<file path="config.mk">
export PLATFORM = sky130hd
export DESIGN_NAME = sct_timing
export DESIGN_NICKNAME = d
export VERILOG_FILES = /design/src/include/sct_pkg.sv /design/src/hdl/sct_clk_gen.sv /design/src/hdl/sct_seq_ctl.sv /design/src/hdl/sct_timing.sv
export SDC_FILE = /design/constraint.sdc
export NUM_CORES = 1
export LEC_CHECK = 0
export ABC_AREA = 1
export BUFFER_PORTS_ARGS = -buffer_cell sky130_fd_sc_hd__buf_2
export CAP_MARGIN = 20
export CORE_ASPECT_RATIO = 1.1
export CORE_UTILIZATION = 45
export DETAILED_ROUTE_END_ITERATION = 8
export MAX_ROUTING_LAYER = met4
export PLACE_DENSITY = 0.72
export SYNTH_ARGS = -nofsm -noshare
export SYNTH_HDL_FRONTEND = slang
export SYNTH_SLANG_ARGS = --single-unit
</file>
<file path="constraint.sdc">
create_clock -name clk_i -period 5.3 [get_ports clk_i]
set_input_delay 0.53 -clock clk_i [delete_from_list [all_inputs] [get_ports clk_i]]
set_output_delay 0.53 -clock clk_i [all_outputs]
set_load 0.01 [all_outputs]
</file>
<file path="src/include/sct_pkg.sv">
// Package: register map, field layout, structs and constants for the conversion timing block
package sct_pkg;

    localparam int ADDR_W = 4;
    localparam int DATA_W = 32;

    // Register word addresses
    localparam logic [ADDR_W-1:0] REG_GEN_ENABLE  = 4'h0;
    localparam logic [ADDR_W-1:0] REG_CLK1_DIV    = 4'h1;
    localparam logic [ADDR_W-1:0] REG_CLK2_DIV    = 4'h2;
    localparam logic [ADDR_W-1:0] REG_CLK_SRC     = 4'h3;
    localparam logic [ADDR_W-1:0] REG_FRAME_CFG   = 4'h4;
    localparam logic [ADDR_W-1:0] REG_FRAME_CNT   = 4'h5;
    localparam logic [ADDR_W-1:0] REG_ROUTE       = 4'h6;
    localparam logic [ADDR_W-1:0] REG_AD_SEQ      = 4'h7;
    localparam logic [ADDR_W-1:0] REG_DA_SEQ      = 4'h8;
    localparam logic [ADDR_W-1:0] REG_STATUS      = 4'h9;
    localparam logic [ADDR_W-1:0] REG_ADC_CFG     = 4'ha;

    // REG_GEN_ENABLE bits
    localparam int EN_CLK1  = 0;
    localparam int EN_CLK2  = 1;
    localparam int EN_FRAME = 2;
    // REG_CLK_SRC bits
    localparam int SRC_CLK1_REF = 0;
    localparam int SRC_CLK2_REF = 1;
    localparam int SRC_FRAME_ASSOC = 2;
    // REG_FRAME_CFG: [15:0] interval, bit 16 continuous
    localparam int FRAME_CONT = 16;
    // REG_ROUTE: per signal (0 clk1, 1 clk2, 2 frame) internal sel, front oe, rear oe, pin sel
    localparam int ROUTE_INT   = 0;
    localparam int ROUTE_FRONT = 3;
    localparam int ROUTE_REAR  = 6;
    localparam int ROUTE_PIN   = 9;
    // Sequencer cfg: [15:0] count, 16 clock select, 17 frame mode, 18 enable
    localparam int SEQ_CLK_SEL = 16;
    localparam int SEQ_FRAME   = 17;
    localparam int SEQ_ENABLE  = 18;
    // Status bits (frame error flags write one to clear; active and busy bits are live)
    localparam int ST_AD_ACT = 0;
    localparam int ST_DA_ACT = 1;
    localparam int ST_AD_FERR = 2;
    localparam int ST_DA_FERR = 3;
    localparam int ST_FRAME_BUSY = 4;

    localparam int CNT_W = 16;
    localparam int NUM_ADC = 4;
    localparam int CH_W = 3;

    localparam logic [DATA_W-1:0] RESET_WORD = 32'h0000_0000;
    localparam logic [DATA_W-1:0] DIV_RESET  = 32'h0000_0001;

    // Three control lines: one bit each
    typedef struct packed {
        logic frame;
        logic clk2;
        logic clk1;
    } sct_lines_t;

    // Shared A/D sample strobe bundle, one mask bit per converter
    typedef struct packed {
        logic [NUM_ADC-1:0] adc_mask;
        logic [CH_W-1:0]    channel;
        logic               strobe;
        logic               last;
    } sct_sample_t;

endpackage : sct_pkg

</file>
<file path="src/hdl/sct_clk_gen.sv">
// Conversion clock generator: reference select and divider
`timescale 1ns/1ns
module sct_clk_gen #(
    parameter int DIV_W = 16
) (
    input  wire logic             clk_i,
    input  wire logic             reset_n_i,
    input  wire logic             enable_i,
    input  wire logic             ref_sel_i,
    input  wire logic             ref_a_i,
    input  wire logic             ref_b_i,
    input  wire logic [DIV_W-1:0] half_period_i,
    output logic                  clk_o,
    output logic                  rise_o
);
    import sct_pkg::*;

    logic [DIV_W-1:0] count_r;
    logic             ref_tick;

    // Reference ticks are one-cycle enables from the core clock
    assign ref_tick = ref_sel_i ? ref_b_i : ref_a_i;

    // Free-running toggle while enabled, no start condition
    always_ff @(posedge clk_i) begin
        if (!reset_n_i || !enable_i) begin
            count_r <= '0;
            clk_o   <= 1'b0;
            rise_o  <= 1'b0;
        end else begin
            rise_o <= 1'b0;
            if (ref_tick) begin
                if (count_r + DIV_W'(1) >= half_period_i) begin
                    count_r <= '0;
                    clk_o   <= ~clk_o;
                    rise_o  <= ~clk_o;
                end else begin
                    count_r <= count_r + DIV_W'(1);
                end
            end
        end
    end

endmodule : sct_clk_gen

</file>
<file path="src/hdl/sct_seq_ctl.sv">
// Sequencer pacing: normal or frame mode burst control with frame error
`timescale 1ns/1ns
module sct_seq_ctl #(
    parameter int CW = 16
) (
    input  wire logic          clk_i,
    input  wire logic          reset_n_i,
    input  wire logic          enable_i,
    input  wire logic          frame_mode_i,
    input  wire logic [CW-1:0] count_i,
    input  wire logic          conv_evt_i,
    input  wire logic          frame_evt_i,
    output logic               pulse_o,
    output logic               active_o,
    output logic               frame_err_o
);
    import sct_pkg::*;

    typedef enum logic [1:0] {ST_IDLE, ST_ARMED, ST_RUN, ST_STOP} sct_seq_st_t;
    sct_seq_st_t state_r;
    logic [CW-1:0] done_r;
    logic          cont;

    assign cont = (count_i == '0);

    always_ff @(posedge clk_i) begin
        if (!reset_n_i || !enable_i) begin
            state_r     <= ST_IDLE;
            done_r      <= '0;
            pulse_o     <= 1'b0;
            frame_err_o <= 1'b0;
        end else begin
            pulse_o     <= 1'b0;
            frame_err_o <= 1'b0;
            case (state_r)
                ST_IDLE: begin
                    // Frame mode waits for a trigger; normal mode starts on enable
                    if (!frame_mode_i || frame_evt_i) begin
                        state_r <= ST_ARMED;
                    end
                end
                ST_ARMED: begin
                    if (conv_evt_i) begin
                        state_r <= ST_RUN;
                        pulse_o <= 1'b1;
                        done_r  <= CW'(1);
                        if (!cont && count_i == CW'(1)) begin
                            state_r <= frame_mode_i ? ST_IDLE : ST_STOP;
                        end
                    end
                end
                ST_RUN: begin
                    if (frame_mode_i && frame_evt_i && !cont) begin
                        frame_err_o <= 1'b1;
                        state_r     <= ST_STOP;
                    end else if (conv_evt_i) begin
                        pulse_o <= 1'b1;
                        done_r  <= done_r + CW'(1);
                        if (!cont && done_r + CW'(1) == count_i) begin
                            state_r <= frame_mode_i ? ST_IDLE : ST_STOP;
                        end
                    end
                end
                ST_STOP: state_r <= ST_STOP;
                default: state_r <= ST_IDLE;
            endcase
        end
    end

    assign active_o = (state_r == ST_RUN);

endmodule : sct_seq_ctl

</file>
<file path="src/hdl/sct_timing.sv">
// Sequencer conversion timing: clock generators, frame trigger, routing, sequencer pacing
`timescale 1ns/1ns
module sct_timing #(
    parameter int DIV_W = 16
) (
    input  wire logic                      clk_i,
    input  wire logic                      reset_n_i,
    // Avalon-MM slave
    input  wire logic [sct_pkg::ADDR_W-1:0] avs_address_i,
    input  wire logic                      avs_read_i,
    input  wire logic                      avs_write_i,
    input  wire logic [sct_pkg::DATA_W-1:0] avs_writedata_i,
    input  wire logic [3:0]                avs_byteenable_i,
    output logic [sct_pkg::DATA_W-1:0]     avs_readdata_o,
    output logic                           avs_waitrequest_o,
    // Reference clock ticks
    input  wire logic                      ref_a_tick_i,
    input  wire logic                      ref_b_tick_i,
    // Control pins: receivers, front and rear
    input  wire sct_pkg::sct_lines_t       front_in_i,
    input  wire sct_pkg::sct_lines_t       rear_in_i,
    output sct_pkg::sct_lines_t            front_out_o,
    output sct_pkg::sct_lines_t            front_oe_o,
    output sct_pkg::sct_lines_t            rear_out_o,
    output sct_pkg::sct_lines_t            rear_oe_o,
    // Converter pacing
    output logic                           dac_pulse_o,
    output sct_pkg::sct_sample_t           adc_sample_o
);
    import sct_pkg::*;

    logic [DATA_W-1:0] en_r, div1_r, div2_r, src_r, fcfg_r, fcnt_r, route_r;
    logic [DATA_W-1:0] adseq_r, daseq_r, adccfg_r;
    logic [4:0]        status_r;
    sct_lines_t        gen_out, pin_in, sel_line, sel_prev_r;
    logic              clk1_out, clk2_out, clk1_rise, clk2_rise;
    logic              assoc_rise, assoc_prev_r;

    // Frame trigger generator state
    logic [CNT_W-1:0] fint_cnt_r, fpulses_r;
    logic             frame_out_r, frame_run_r;

    // Sequencer events
    logic ad_evt, da_evt, frame_evt;
    logic ad_pulse, da_pulse, ad_act, da_act, ad_ferr, da_ferr;

    // Avalon slave: waitrequest idles high, drops for one cycle per request
    always_ff @(posedge clk_i) begin
        if (!reset_n_i) begin
            avs_waitrequest_o <= 1'b1;
        end else begin
            avs_waitrequest_o <= !((avs_read_i || avs_write_i) && avs_waitrequest_o);
        end
    end

    function automatic logic [DATA_W-1:0] merge(input logic [DATA_W-1:0] old_v,
                                                input logic [DATA_W-1:0] new_v,
                                                input logic [3:0]        be);
        logic [DATA_W-1:0] r;
        r = old_v;
        for (int b = 0; b < 4; b++) begin
            if (be[b]) r[b*8 +: 8] = new_v[b*8 +: 8];
        end
        return r;
    endfunction : merge

    logic wr_stb;
    assign wr_stb = avs_write_i && !avs_waitrequest_o;

    // Configuration registers; reset leaves drivers off and pins as sources
    always_ff @(posedge clk_i) begin
        if (!reset_n_i) begin
            en_r     <= RESET_WORD;
            div1_r   <= DIV_RESET;
            div2_r   <= DIV_RESET;
            src_r    <= RESET_WORD;
            fcfg_r   <= DIV_RESET;
            fcnt_r   <= RESET_WORD;
            route_r  <= RESET_WORD;
            adseq_r  <= RESET_WORD;
            daseq_r  <= RESET_WORD;
            adccfg_r <= RESET_WORD;
        end else if (wr_stb) begin
            case (avs_address_i)
                REG_GEN_ENABLE: en_r   <= merge(en_r, avs_writedata_i, avs_byteenable_i);
                REG_CLK1_DIV:   div1_r <= merge(div1_r, avs_writedata_i, avs_byteenable_i);
                REG_CLK2_DIV:   div2_r <= merge(div2_r, avs_writedata_i, avs_byteenable_i);
                REG_CLK_SRC:    src_r  <= merge(src_r, avs_writedata_i, avs_byteenable_i);
                REG_FRAME_CFG:  fcfg_r <= merge(fcfg_r, avs_writedata_i, avs_byteenable_i);
                REG_FRAME_CNT:  fcnt_r <= merge(fcnt_r, avs_writedata_i, avs_byteenable_i);
                REG_ROUTE:      route_r <= merge(route_r, avs_writedata_i, avs_byteenable_i);
                REG_AD_SEQ:     adseq_r <= merge(adseq_r, avs_writedata_i, avs_byteenable_i);
                REG_DA_SEQ:     daseq_r <= merge(daseq_r, avs_writedata_i, avs_byteenable_i);
                REG_ADC_CFG:    adccfg_r <= merge(adccfg_r, avs_writedata_i, avs_byteenable_i);
                default: ;
            endcase
        end
    end

    // Read mux; unmapped addresses read zero
    always_ff @(posedge clk_i) begin
        if (!reset_n_i) begin
            avs_readdata_o <= '0;
        end else if (avs_read_i && avs_waitrequest_o) begin
            case (avs_address_i)
                REG_GEN_ENABLE: avs_readdata_o <= en_r;
                REG_CLK1_DIV:   avs_readdata_o <= div1_r;
                REG_CLK2_DIV:   avs_readdata_o <= div2_r;
                REG_CLK_SRC:    avs_readdata_o <= src_r;
                REG_FRAME_CFG:  avs_readdata_o <= fcfg_r;
                REG_FRAME_CNT:  avs_readdata_o <= fcnt_r;
                REG_ROUTE:      avs_readdata_o <= route_r;
                REG_AD_SEQ:     avs_readdata_o <= adseq_r;
                REG_DA_SEQ:     avs_readdata_o <= daseq_r;
                REG_STATUS:     avs_readdata_o <= {27'h0, status_r};
                REG_ADC_CFG:    avs_readdata_o <= adccfg_r;
                default:        avs_readdata_o <= '0;
            endcase
        end
    end

    // Both generators share one enable register so one write starts both
    sct_clk_gen #(.DIV_W(DIV_W)) u_clk1 (
        .clk_i         (clk_i),
        .reset_n_i     (reset_n_i),
        .enable_i      (en_r[EN_CLK1]),
        .ref_sel_i     (src_r[SRC_CLK1_REF]),
        .ref_a_i       (ref_a_tick_i),
        .ref_b_i       (ref_b_tick_i),
        .half_period_i (div1_r[DIV_W-1:0]),
        .clk_o         (clk1_out),
        .rise_o        (clk1_rise)
    );

    sct_clk_gen #(.DIV_W(DIV_W)) u_clk2 (
        .clk_i         (clk_i),
        .reset_n_i     (reset_n_i),
        .enable_i      (en_r[EN_CLK2]),
        .ref_sel_i     (src_r[SRC_CLK2_REF]),
        .ref_a_i       (ref_a_tick_i),
        .ref_b_i       (ref_b_tick_i),
        .half_period_i (div2_r[DIV_W-1:0]),
        .clk_o         (clk2_out),
        .rise_o        (clk2_rise)
    );

    assign assoc_rise = src_r[SRC_FRAME_ASSOC] ? clk2_rise : clk1_rise;

    // Frame trigger: low for one associated period every interval cycles
    always_ff @(posedge clk_i) begin
        if (!reset_n_i || !en_r[EN_FRAME]) begin
            fint_cnt_r  <= '0;
            fpulses_r   <= '0;
            frame_out_r <= 1'b1;
            // Re-armed while off so the enabling write starts the train
            frame_run_r <= 1'b1;
            assoc_prev_r <= 1'b0;
        end else begin
            assoc_prev_r <= assoc_rise;
            if (assoc_rise && frame_run_r) begin
                if (fint_cnt_r == '0) begin
                    frame_out_r <= 1'b0;
                    fpulses_r   <= fpulses_r + CNT_W'(1);
                end else begin
                    frame_out_r <= 1'b1;
                end
                if (fint_cnt_r + CNT_W'(1) >= fcfg_r[CNT_W-1:0]) begin
                    fint_cnt_r <= '0;
                    if (!fcfg_r[FRAME_CONT] && fpulses_r + CNT_W'(1) >= fcnt_r[CNT_W-1:0]
                        && fint_cnt_r == '0 && fcfg_r[CNT_W-1:0] <= CNT_W'(1)) begin
                        frame_run_r <= 1'b0;
                    end
                end else begin
                    fint_cnt_r <= fint_cnt_r + CNT_W'(1);
                end
            end else if (assoc_rise) begin
                frame_out_r <= 1'b1;
            end
            // Counted mode stops after last pulse has ended
            if (!fcfg_r[FRAME_CONT] && fpulses_r >= fcnt_r[CNT_W-1:0] && fcnt_r != '0
                && assoc_rise && frame_out_r == 1'b0) begin
                frame_run_r <= 1'b0;
            end
        end
    end

    assign gen_out = '{frame: frame_out_r, clk2: clk2_out, clk1: clk1_out};

    // Receivers always live; pin choice is front or rear per signal
    for (genvar i = 0; i < 3; i++) begin : g_line
        always_comb begin
            pin_in[i]   = route_r[ROUTE_PIN+i] ? rear_in_i[i] : front_in_i[i];
            sel_line[i] = route_r[ROUTE_INT+i] ? gen_out[i] : pin_in[i];
        end
        always_ff @(posedge clk_i) begin
            if (!reset_n_i) begin
                front_oe_o[i]  <= 1'b0;
                rear_oe_o[i]   <= 1'b0;
                front_out_o[i] <= 1'b0;
                rear_out_o[i]  <= 1'b0;
                sel_prev_r[i]  <= 1'b0;
            end else begin
                front_oe_o[i]  <= route_r[ROUTE_FRONT+i];
                rear_oe_o[i]   <= route_r[ROUTE_REAR+i];
                front_out_o[i] <= gen_out[i];
                rear_out_o[i]  <= gen_out[i];
                sel_prev_r[i]  <= sel_line[i];
            end
        end
    end

    // Events: clock rising edge, frame trigger falling edge
    assign ad_evt = adseq_r[SEQ_CLK_SEL] ? (sel_line.clk2 && !sel_prev_r.clk2)
                                         : (sel_line.clk1 && !sel_prev_r.clk1);
    assign da_evt = daseq_r[SEQ_CLK_SEL] ? (sel_line.clk2 && !sel_prev_r.clk2)
                                         : (sel_line.clk1 && !sel_prev_r.clk1);
    assign frame_evt = !sel_line.frame && sel_prev_r.frame;

    sct_seq_ctl #(.CW(CNT_W)) u_ad_seq (
        .clk_i        (clk_i),
        .reset_n_i    (reset_n_i),
        .enable_i     (adseq_r[SEQ_ENABLE]),
        .frame_mode_i (adseq_r[SEQ_FRAME]),
        .count_i      (adseq_r[CNT_W-1:0]),
        .conv_evt_i   (ad_evt),
        .frame_evt_i  (frame_evt),
        .pulse_o      (ad_pulse),
        .active_o     (ad_act),
        .frame_err_o  (ad_ferr)
    );

    sct_seq_ctl #(.CW(CNT_W)) u_da_seq (
        .clk_i        (clk_i),
        .reset_n_i    (reset_n_i),
        .enable_i     (daseq_r[SEQ_ENABLE]),
        .frame_mode_i (daseq_r[SEQ_FRAME]),
        .count_i      (daseq_r[CNT_W-1:0]),
        .conv_evt_i   (da_evt),
        .frame_evt_i  (frame_evt),
        .pulse_o      (da_pulse),
        .active_o     (da_act),
        .frame_err_o  (da_ferr)
    );

    // Status: error flags sticky, set wins over write-one-to-clear
    always_ff @(posedge clk_i) begin
        if (!reset_n_i) begin
            status_r <= '0;
        end else begin
            status_r[ST_AD_ACT]     <= ad_act;
            status_r[ST_DA_ACT]     <= da_act;
            status_r[ST_FRAME_BUSY] <= frame_run_r && en_r[EN_FRAME];
            status_r[ST_AD_FERR] <= ad_ferr ||
                (status_r[ST_AD_FERR] && !(wr_stb && avs_address_i == REG_STATUS
                                           && avs_writedata_i[ST_AD_FERR]));
            status_r[ST_DA_FERR] <= da_ferr ||
                (status_r[ST_DA_FERR] && !(wr_stb && avs_address_i == REG_STATUS
                                           && avs_writedata_i[ST_DA_FERR]));
        end
    end

    // D/A: one shared pulse to all DACs
    always_ff @(posedge clk_i) begin
        if (!reset_n_i) begin
            dac_pulse_o <= 1'b0;
        end else begin
            dac_pulse_o <= da_pulse;
        end
    end

    // A/D: walk channels 0..max ascending, all sequencer-mode ADCs in parallel
    logic [CH_W-1:0] ch_r, last_ch;
    logic            walk_r;
    assign last_ch = adccfg_r[NUM_ADC +: CH_W];

    always_ff @(posedge clk_i) begin
        if (!reset_n_i) begin
            ch_r         <= '0;
            walk_r       <= 1'b0;
            adc_sample_o <= '0;
        end else begin
            adc_sample_o.strobe <= 1'b0;
            adc_sample_o.last   <= 1'b0;
            if (ad_pulse && !walk_r) begin
                walk_r <= 1'b1;
                ch_r   <= '0;
            end else if (walk_r) begin
                adc_sample_o.strobe   <= 1'b1;
                adc_sample_o.channel  <= ch_r;
                adc_sample_o.adc_mask <= adccfg_r[NUM_ADC-1:0];
                adc_sample_o.last     <= (ch_r == last_ch);
                if (ch_r == last_ch) begin
                    walk_r <= 1'b0;
                end else begin
                    ch_r <= ch_r + CH_W'(1);
                end
            end
        end
    end

endmodule : sct_timing

</file>
### Yosys cells after proc, flatten, opt, wreduce, memory -nomap -nowiden

Index checks and enable logic that the tools add are counted.

| storage, ports and cells | value |
|---|---|
| register bits after elaboration | 494 |
| input bits | 52 |
| output and inout bits | 55 |

| operators by class | value |
|---|---|
| add/subtract/negate cells | 7 |
| $lt $le $gt $ge | 6 |
| equal/unequal tests | 33 |
| multiplexer cells | 58 |
| bitwise logic cells | 13 |
| reductions and logical operators | 127 |

Operator list:

| kind | number |
|---|---|
| one-hot mux 32 bit (11 select lines) | 1 |
| two-way mux 16 bit | 9 |
| AND reduction 3 bit | 41 |
| adder 16 x 1 -> 16 bit (second input constant) | 6 |
| greater-or-equal comparator 16 bit | 5 |
| one-hot mux 16 bit (2 select lines) | 2 |
| zero test 16 bit | 3 |
| == test 16 x 1 -> 1 bit (second input constant) | 2 |
| == test 16 bit | 2 |
| nonzero test 32 bit | 1 |
| two-way mux 2 bit | 15 |
| logical AND 1 bit | 29 |
| two-way mux 1 bit | 27 |
| zero test 1 bit | 19 |
| == test 4 x 3 -> 1 bit (second input constant) | 4 |
| <= comparator 16 x 1 -> 1 bit (second input constant) | 1 |
| one-hot mux 2 bit (4 select lines) | 2 |
| AND reduction 4 bit | 4 |
| NOT 1 bit | 13 |
| == test 4 bit (second input constant) | 3 |
| inequality test 2 bit (second input constant) | 6 |
| nonzero test 2 bit | 6 |
| logical OR 1 bit | 10 |
| AND reduction 2 bit | 5 |
| other kinds (14) | 28 |

### Depth between registers and ports, before layout

| depth | value |
|---|---|
| word-level depth | 9 |
| gate-level depth with buffers | 21 |
| depth with buffers taken out | 21 |

### Cells and area by module

Synthesis repeated with hierarchy kept, for this count alone.

| second synthesis, totals | value |
|---|---|
| cell total of the unflattened synthesis | 3761 |
| area, all modules | 25565.8 um2 |

By module, submodules not included:

| module | instances | cells an instance | area each (um2) |
|---|---|---|---|
| sct_timing | 1 | 2726 | 19039.5 |
| sct_clk_gen | 2 | 237 | 1532.7 |
| sct_seq_ctl (u_ad_seq) | 1 | 278 | 1730.4 |
| sct_seq_ctl (u_da_seq) | 1 | 283 | 1730.4 |

### Worst setup path after synthesis

OpenSTA, ideal clock, no wires.

| timing | value |
|---|---|
| path type | register to register |
| start point | register u_clk2.count_r[0] |
| end point | register u_clk2.count_r[10] |
| library setup time | 0.070 ns |
| arrival | 2.753 ns |
| required time | 5.230 ns |
| path slack | 2.477 ns |
| cell stages (with the launch flop) | 20 |
| clock period less this slack | 2.823 ns |
| cell sequence | dfxtp_1 ha_1 nand3_2 nor3_2 nand3_2 nor3_4 nand3_2 nor2_2 xor2_2 ha_1 nand2_1 inv_1 nand3_1 inv_1 a21oi_1 nand3_1 nor2_1 clkbuf_1 nand2_1 a21oi_1 |

| between the ends | value |
|---|---|
| word-level cells in the longest chain between the ends | 3 |

RTL lines:

| what | line | RTL |
|---|---|---|
| start: declaration | sct_clk_gen.sv:18 | `logic [DIV_W-1:0] count_r;` |
| start signal: assignment | sct_clk_gen.sv:38 | `count_r <= count_r + DIV_W'(1);` |
| adder 16 x 1 -> 16 bit (*) | sct_clk_gen.sv:33, sct_clk_gen.sv:38 |  |
| greater-or-equal comparator 16 bit | sct_clk_gen.sv:33 | `if (count_r + DIV_W'(1) >= half_period_i) begin` |
| two-way mux 16 bit (*) | sct_clk_gen.sv:33 |  |

Mark *: on every way between the ends. The rest lies on a longest branch, timed or not.
A chain may end at the register's enable or synchronous reset.

### Worst setup path after layout

| timing | value |
|---|---|
| start point | register u_clk2.count_r[0] |
| end point | register u_clk2.count_r[2] |

The elaborated chain is that of the path after synthesis.

==> summary.md <==
| Metric | Value |
|---|---|
| Run status | `completed` |
| Final hold slack | `around 0.14 ns` |
| Area growth from synthesis to layout | `11.0%` |
| Total core area | `roughly 0.054 mm²` |
| Final net count | `3561` |
| Worst slack at placement | `~2 ns` |
| Post CTS Setup Buffer Count | `0` |
| EDFF count, synth | `0` |
| Worst EP arrival | `just under 4 ns` |
| Syn Inst Count | `3401` |
| DRT Pass-1 Iters | `7` |
| Final setup fails | `0` |
| Worst path max stage delay | `roughly 0.59 ns` |
| Synthesized net count | `approximately 3600` |
| Worst-path clk slew | `roughly 0.060 ns` |
| Worst Path Required | `a little under 6 ns` |
| Row count | `89` |
| Hold/Removal Path Class | `input port to flip-flop` |
| Fill cells | `~5200` |
| RSZ-0062 raised after global routing | `no` |
| Cell Chain, Critical Path | `ha_1 -> nand3_2 -> nor3_2 -> nand3_2 -> nor3_4 -> nand3_2 -> nor2_2 -> xor2_2 -> ha_1 -> nand2_1 -> inv_1 -> nand3_1 -> inv_1 -> a21oi_1 -> nand3_1 -> nor2_1 -> nand2_1 -> a21oi_1` |
| Clk sink count | `between 400 and 500` |
| Endpoint type of the worst setup path | `flip-flop` |
| Peak supply drop | `0.000203 V` |
| CTS Buf Count | `53` |
| GPL Wtd Cong | `between 0.9 and 1` |
| Remaining DRCs | `0` |
| DR vias/cell | `between 5 and 6` |
| Routed via count | `approximately 23000` |
| Initial antenna violation count | `5` |
| Worst-path fanout max | `11` |
| Worst rel slew slack | `0.290` |
| DRT iter0 DRCs | `roughly 2400` |
| Post-route cell area | `between 0.02 and 0.03 mm²` |
| Critical Path Start Type | `flip-flop` |
| Mapped Area | `around 0.024 mm²` |
| Port Buffers | `~110` |
| Die area | `~0.055 mm²` |
| Synth unique cells | `55` |
| Die X | `about 220 µm` |
| Htree depth | `2` |
| Vias in the first global route | `between 20000 and 25000` |
| CTS tree | `built` |
| Setup total negative slack | `0 ns` |
| Met3 Usage GRT | `0.0419` |
| Final Hold Vio Count | `0` |
| Max Transition Viols Final | `0` |
| Tot Pwr | `~7800 µW` |
| Cell Pwr Density | `289 mW/mm²` |
| Routing usage on met2 | `0.412` |
| Starting Density | `0.455` |
| Most Crowded Layer GR | `met2` |
| Slowest cell on crit path | `nor2_1` |
| Syn_area_per_cell | `7.16 µm²` |
| HPWL Detailed | `roughly 52000 µm` |
| Worst setup path category | `flip-flop to flip-flop` |
| Fin crit share | `0.638` |
| Gr ovfl total | `0` |
| Yosys warns | `0` |
| Clock tree buffer depth | `3` |
| Top cell by count, worst path | `nand3_2` |
| Yosys reg bits | `roughly 490` |
| Skew final | `0.0243 ns` |
| Post-route ant nets | `0` |
| Tmin final | `3.38 ns` |
| I/O pin count | `~110` |
| Die height | `roughly 250 µm` |
| Wire per inst | `17.5 µm` |
| First-pass GRT wire length | `around 110000 µm` |
| Pin count of the biggest net entering global routing | `229` |
| FFs w/ async S/R, synth | `0` |
| Post-synth top flop | `dfxtp_1` |
| Total GRT Usage | `0.267` |
| Clk_lat worst skew | `0.61 ns` |
| Max Cap Viol | `0` |
| Placed instance area | `roughly 0.025 mm²` |
| Least-Margin Pin Slew | `between 1 and 1.5 ns` |
| Register area share after synthesis | `0.406` |
| WL final | `~73000 µm` |
| Resize count post-CTS | `0` |
| Lkg Pwr | `0.0107 µW` |
| Met1 GRT Util | `0.352` |
| F_max | `between 0.2 and 0.3 GHz` |
| Root Buffer Master | `clkbuf_16` |
| Post-CTS Hold Buffers | `0` |
| PnR worst setup slack | `1.92 ns` |
| Share of layout cells above drive strength 1 | `0.0893` |
==> metrics by stage <==
| stage | cells | util |
|---|---|---|
| after global placement | 4084 | 0.472 |
| after CTS | 4178 | 0.505 |
| after global routing | 4182 | 0.505 |
| final | 4185 | 0.505 |
| after detailed placement | 4084 | 0.472 |
| after floorplan | 3401 | - |
==> cells in the mapped netlist, drive strengths merged (3+ instances only) <==
cell / number / share of area
a21oi: 425 / 0.087
xnor2: 13 / 0.0047
o22ai: 81 / 0.021
o21ai: 371 / 0.077
nand4: 33 / 0.0085
nor2: 371 / 0.062
nor3b: 3 / 0.0011
or2: 6 / 0.0015
dfxtp: 494 / 0.41
inv: 454 / 0.070
a31oi: 17 / 0.0044
nand2: 515 / 0.080
nand3: 173 / 0.037
nor4: 13 / 0.0036
buf: 48 / 0.0092
clkinv: 5 / 0.00077
o211ai: 11 / 0.0036
a22oi: 3 / 0.00092
a221oi: 34 / 0.012
o221a: 13 / 0.0060
a211oi: 6 / 0.0018
clkbuf: 119 / 0.018
xor2: 47 / 0.017
nor3: 33 / 0.0087
ha: 98 / 0.050
==> final timing paths <==
kind	startpoint	to	slack, ns	cells past startpoint
max	u_clk2.count_r[0]	u_clk2.count_r[2]	1.92	18
min	avs_read_i	avs_waitrequest_o	0.14	2
max reg2reg	u_clk2.count_r[0]	u_clk2.count_r[2]	1.92	18
min reg2reg	u_da_seq.pulse_o	dac_pulse_o	0.43	2
==> metal layers <==
layer	share of wire	up-vias	wire [µm]
li1	-	11300	-
met1	0.44	10300	31900
met2	0.45	863	32700
met3	0.081	157	5920
met4	0.037	0	2680
met5	0	-	0
==> power by group <==
group | switching, µW | internal, µW
Clock | 1580 | 2190
Sequential | 7.61 | 3730
Combinational | 241 | 67.0
Total | 1830 | 5990
==> final cells by class <==
type                            instances  area (µm²)  share of cell area
Multi-Input combinational cell       2281       12100               0.447
Sequential cell                       494        9890               0.366
Inverter                              459        1720              0.0637
Clock buffer                           77        1570              0.0580
Tap cell                              728         911              0.0337
Timing Repair Buffer                  122         672              0.0248
Clock inverter                         17         178             0.00657
Antenna cell                            7        17.5            0.000648
==> flip-flops by register name (all words and copies together) (netlist names), 5 cells and up <==
| register | flops |
|---|---|
| src_r | 32 |
| adseq_r | 32 |
| u_clk1.count_r | 16 |
| fcnt_r | 32 |
| avs_readdata_o | 32 |
| u_clk2.count_r | 16 |
| u_ad_seq.done_r | 16 |
| adccfg_r | 32 |
| fint_cnt_r | 16 |
| fpulses_r | 16 |
| adc_sample_o | 9 |
| div2_r | 32 |
| daseq_r | 32 |
| div1_r | 32 |
| route_r | 32 |
| status_r | 5 |
| fcfg_r | 32 |
| en_r | 32 |
| u_da_seq.done_r | 16 |
==> worst max-delay path, delay by kind of cell, from the launching register on <==
family | cells | cell delay [ns]
AO/OA/AOI/OAI | 2 | 0.30
XOR/XNOR | 1 | 0.18
adder cells (fa/ha/maj) | 2 | 0.48
buffers and inverters | 2 | 0.09
flip-flops | 1 | 0.41
AND/OR/NAND/NOR | 11 | 1.85
==> cell usage in the layout (no fill, tap or decap), types with 11 or more instances in the layout <==
cell type  count
nor2_2        28
clkbuf_8      12
xor2_1        46
o221a_2       13
dfxtp_1      494
nor2_1       337
buf_2        105
clkbuf_16     55
nor4_1        12
nor3_1        25
xnor2_1       13
inv_2         14
nand2_2       11
o22ai_1       81
o21ai_0      366
nand2_1      504
ha_1          98
inv_1        440
buf_4         15
a31oi_1       17
nand3_1      165
a221oi_1      34
a21oi_1      424
nand4_1       33
clkbuf_1      11
==> cell families after synthesis <==
kind of cell    share of synthesized area
fa+ha+maj                          0.0503
simple gates                        0.204
xor+xnor                           0.0237
flops                               0.406
compound gates                      0.218
buf+inv                            0.0983
No activity file was read; power rests on OpenSTA's default activity.
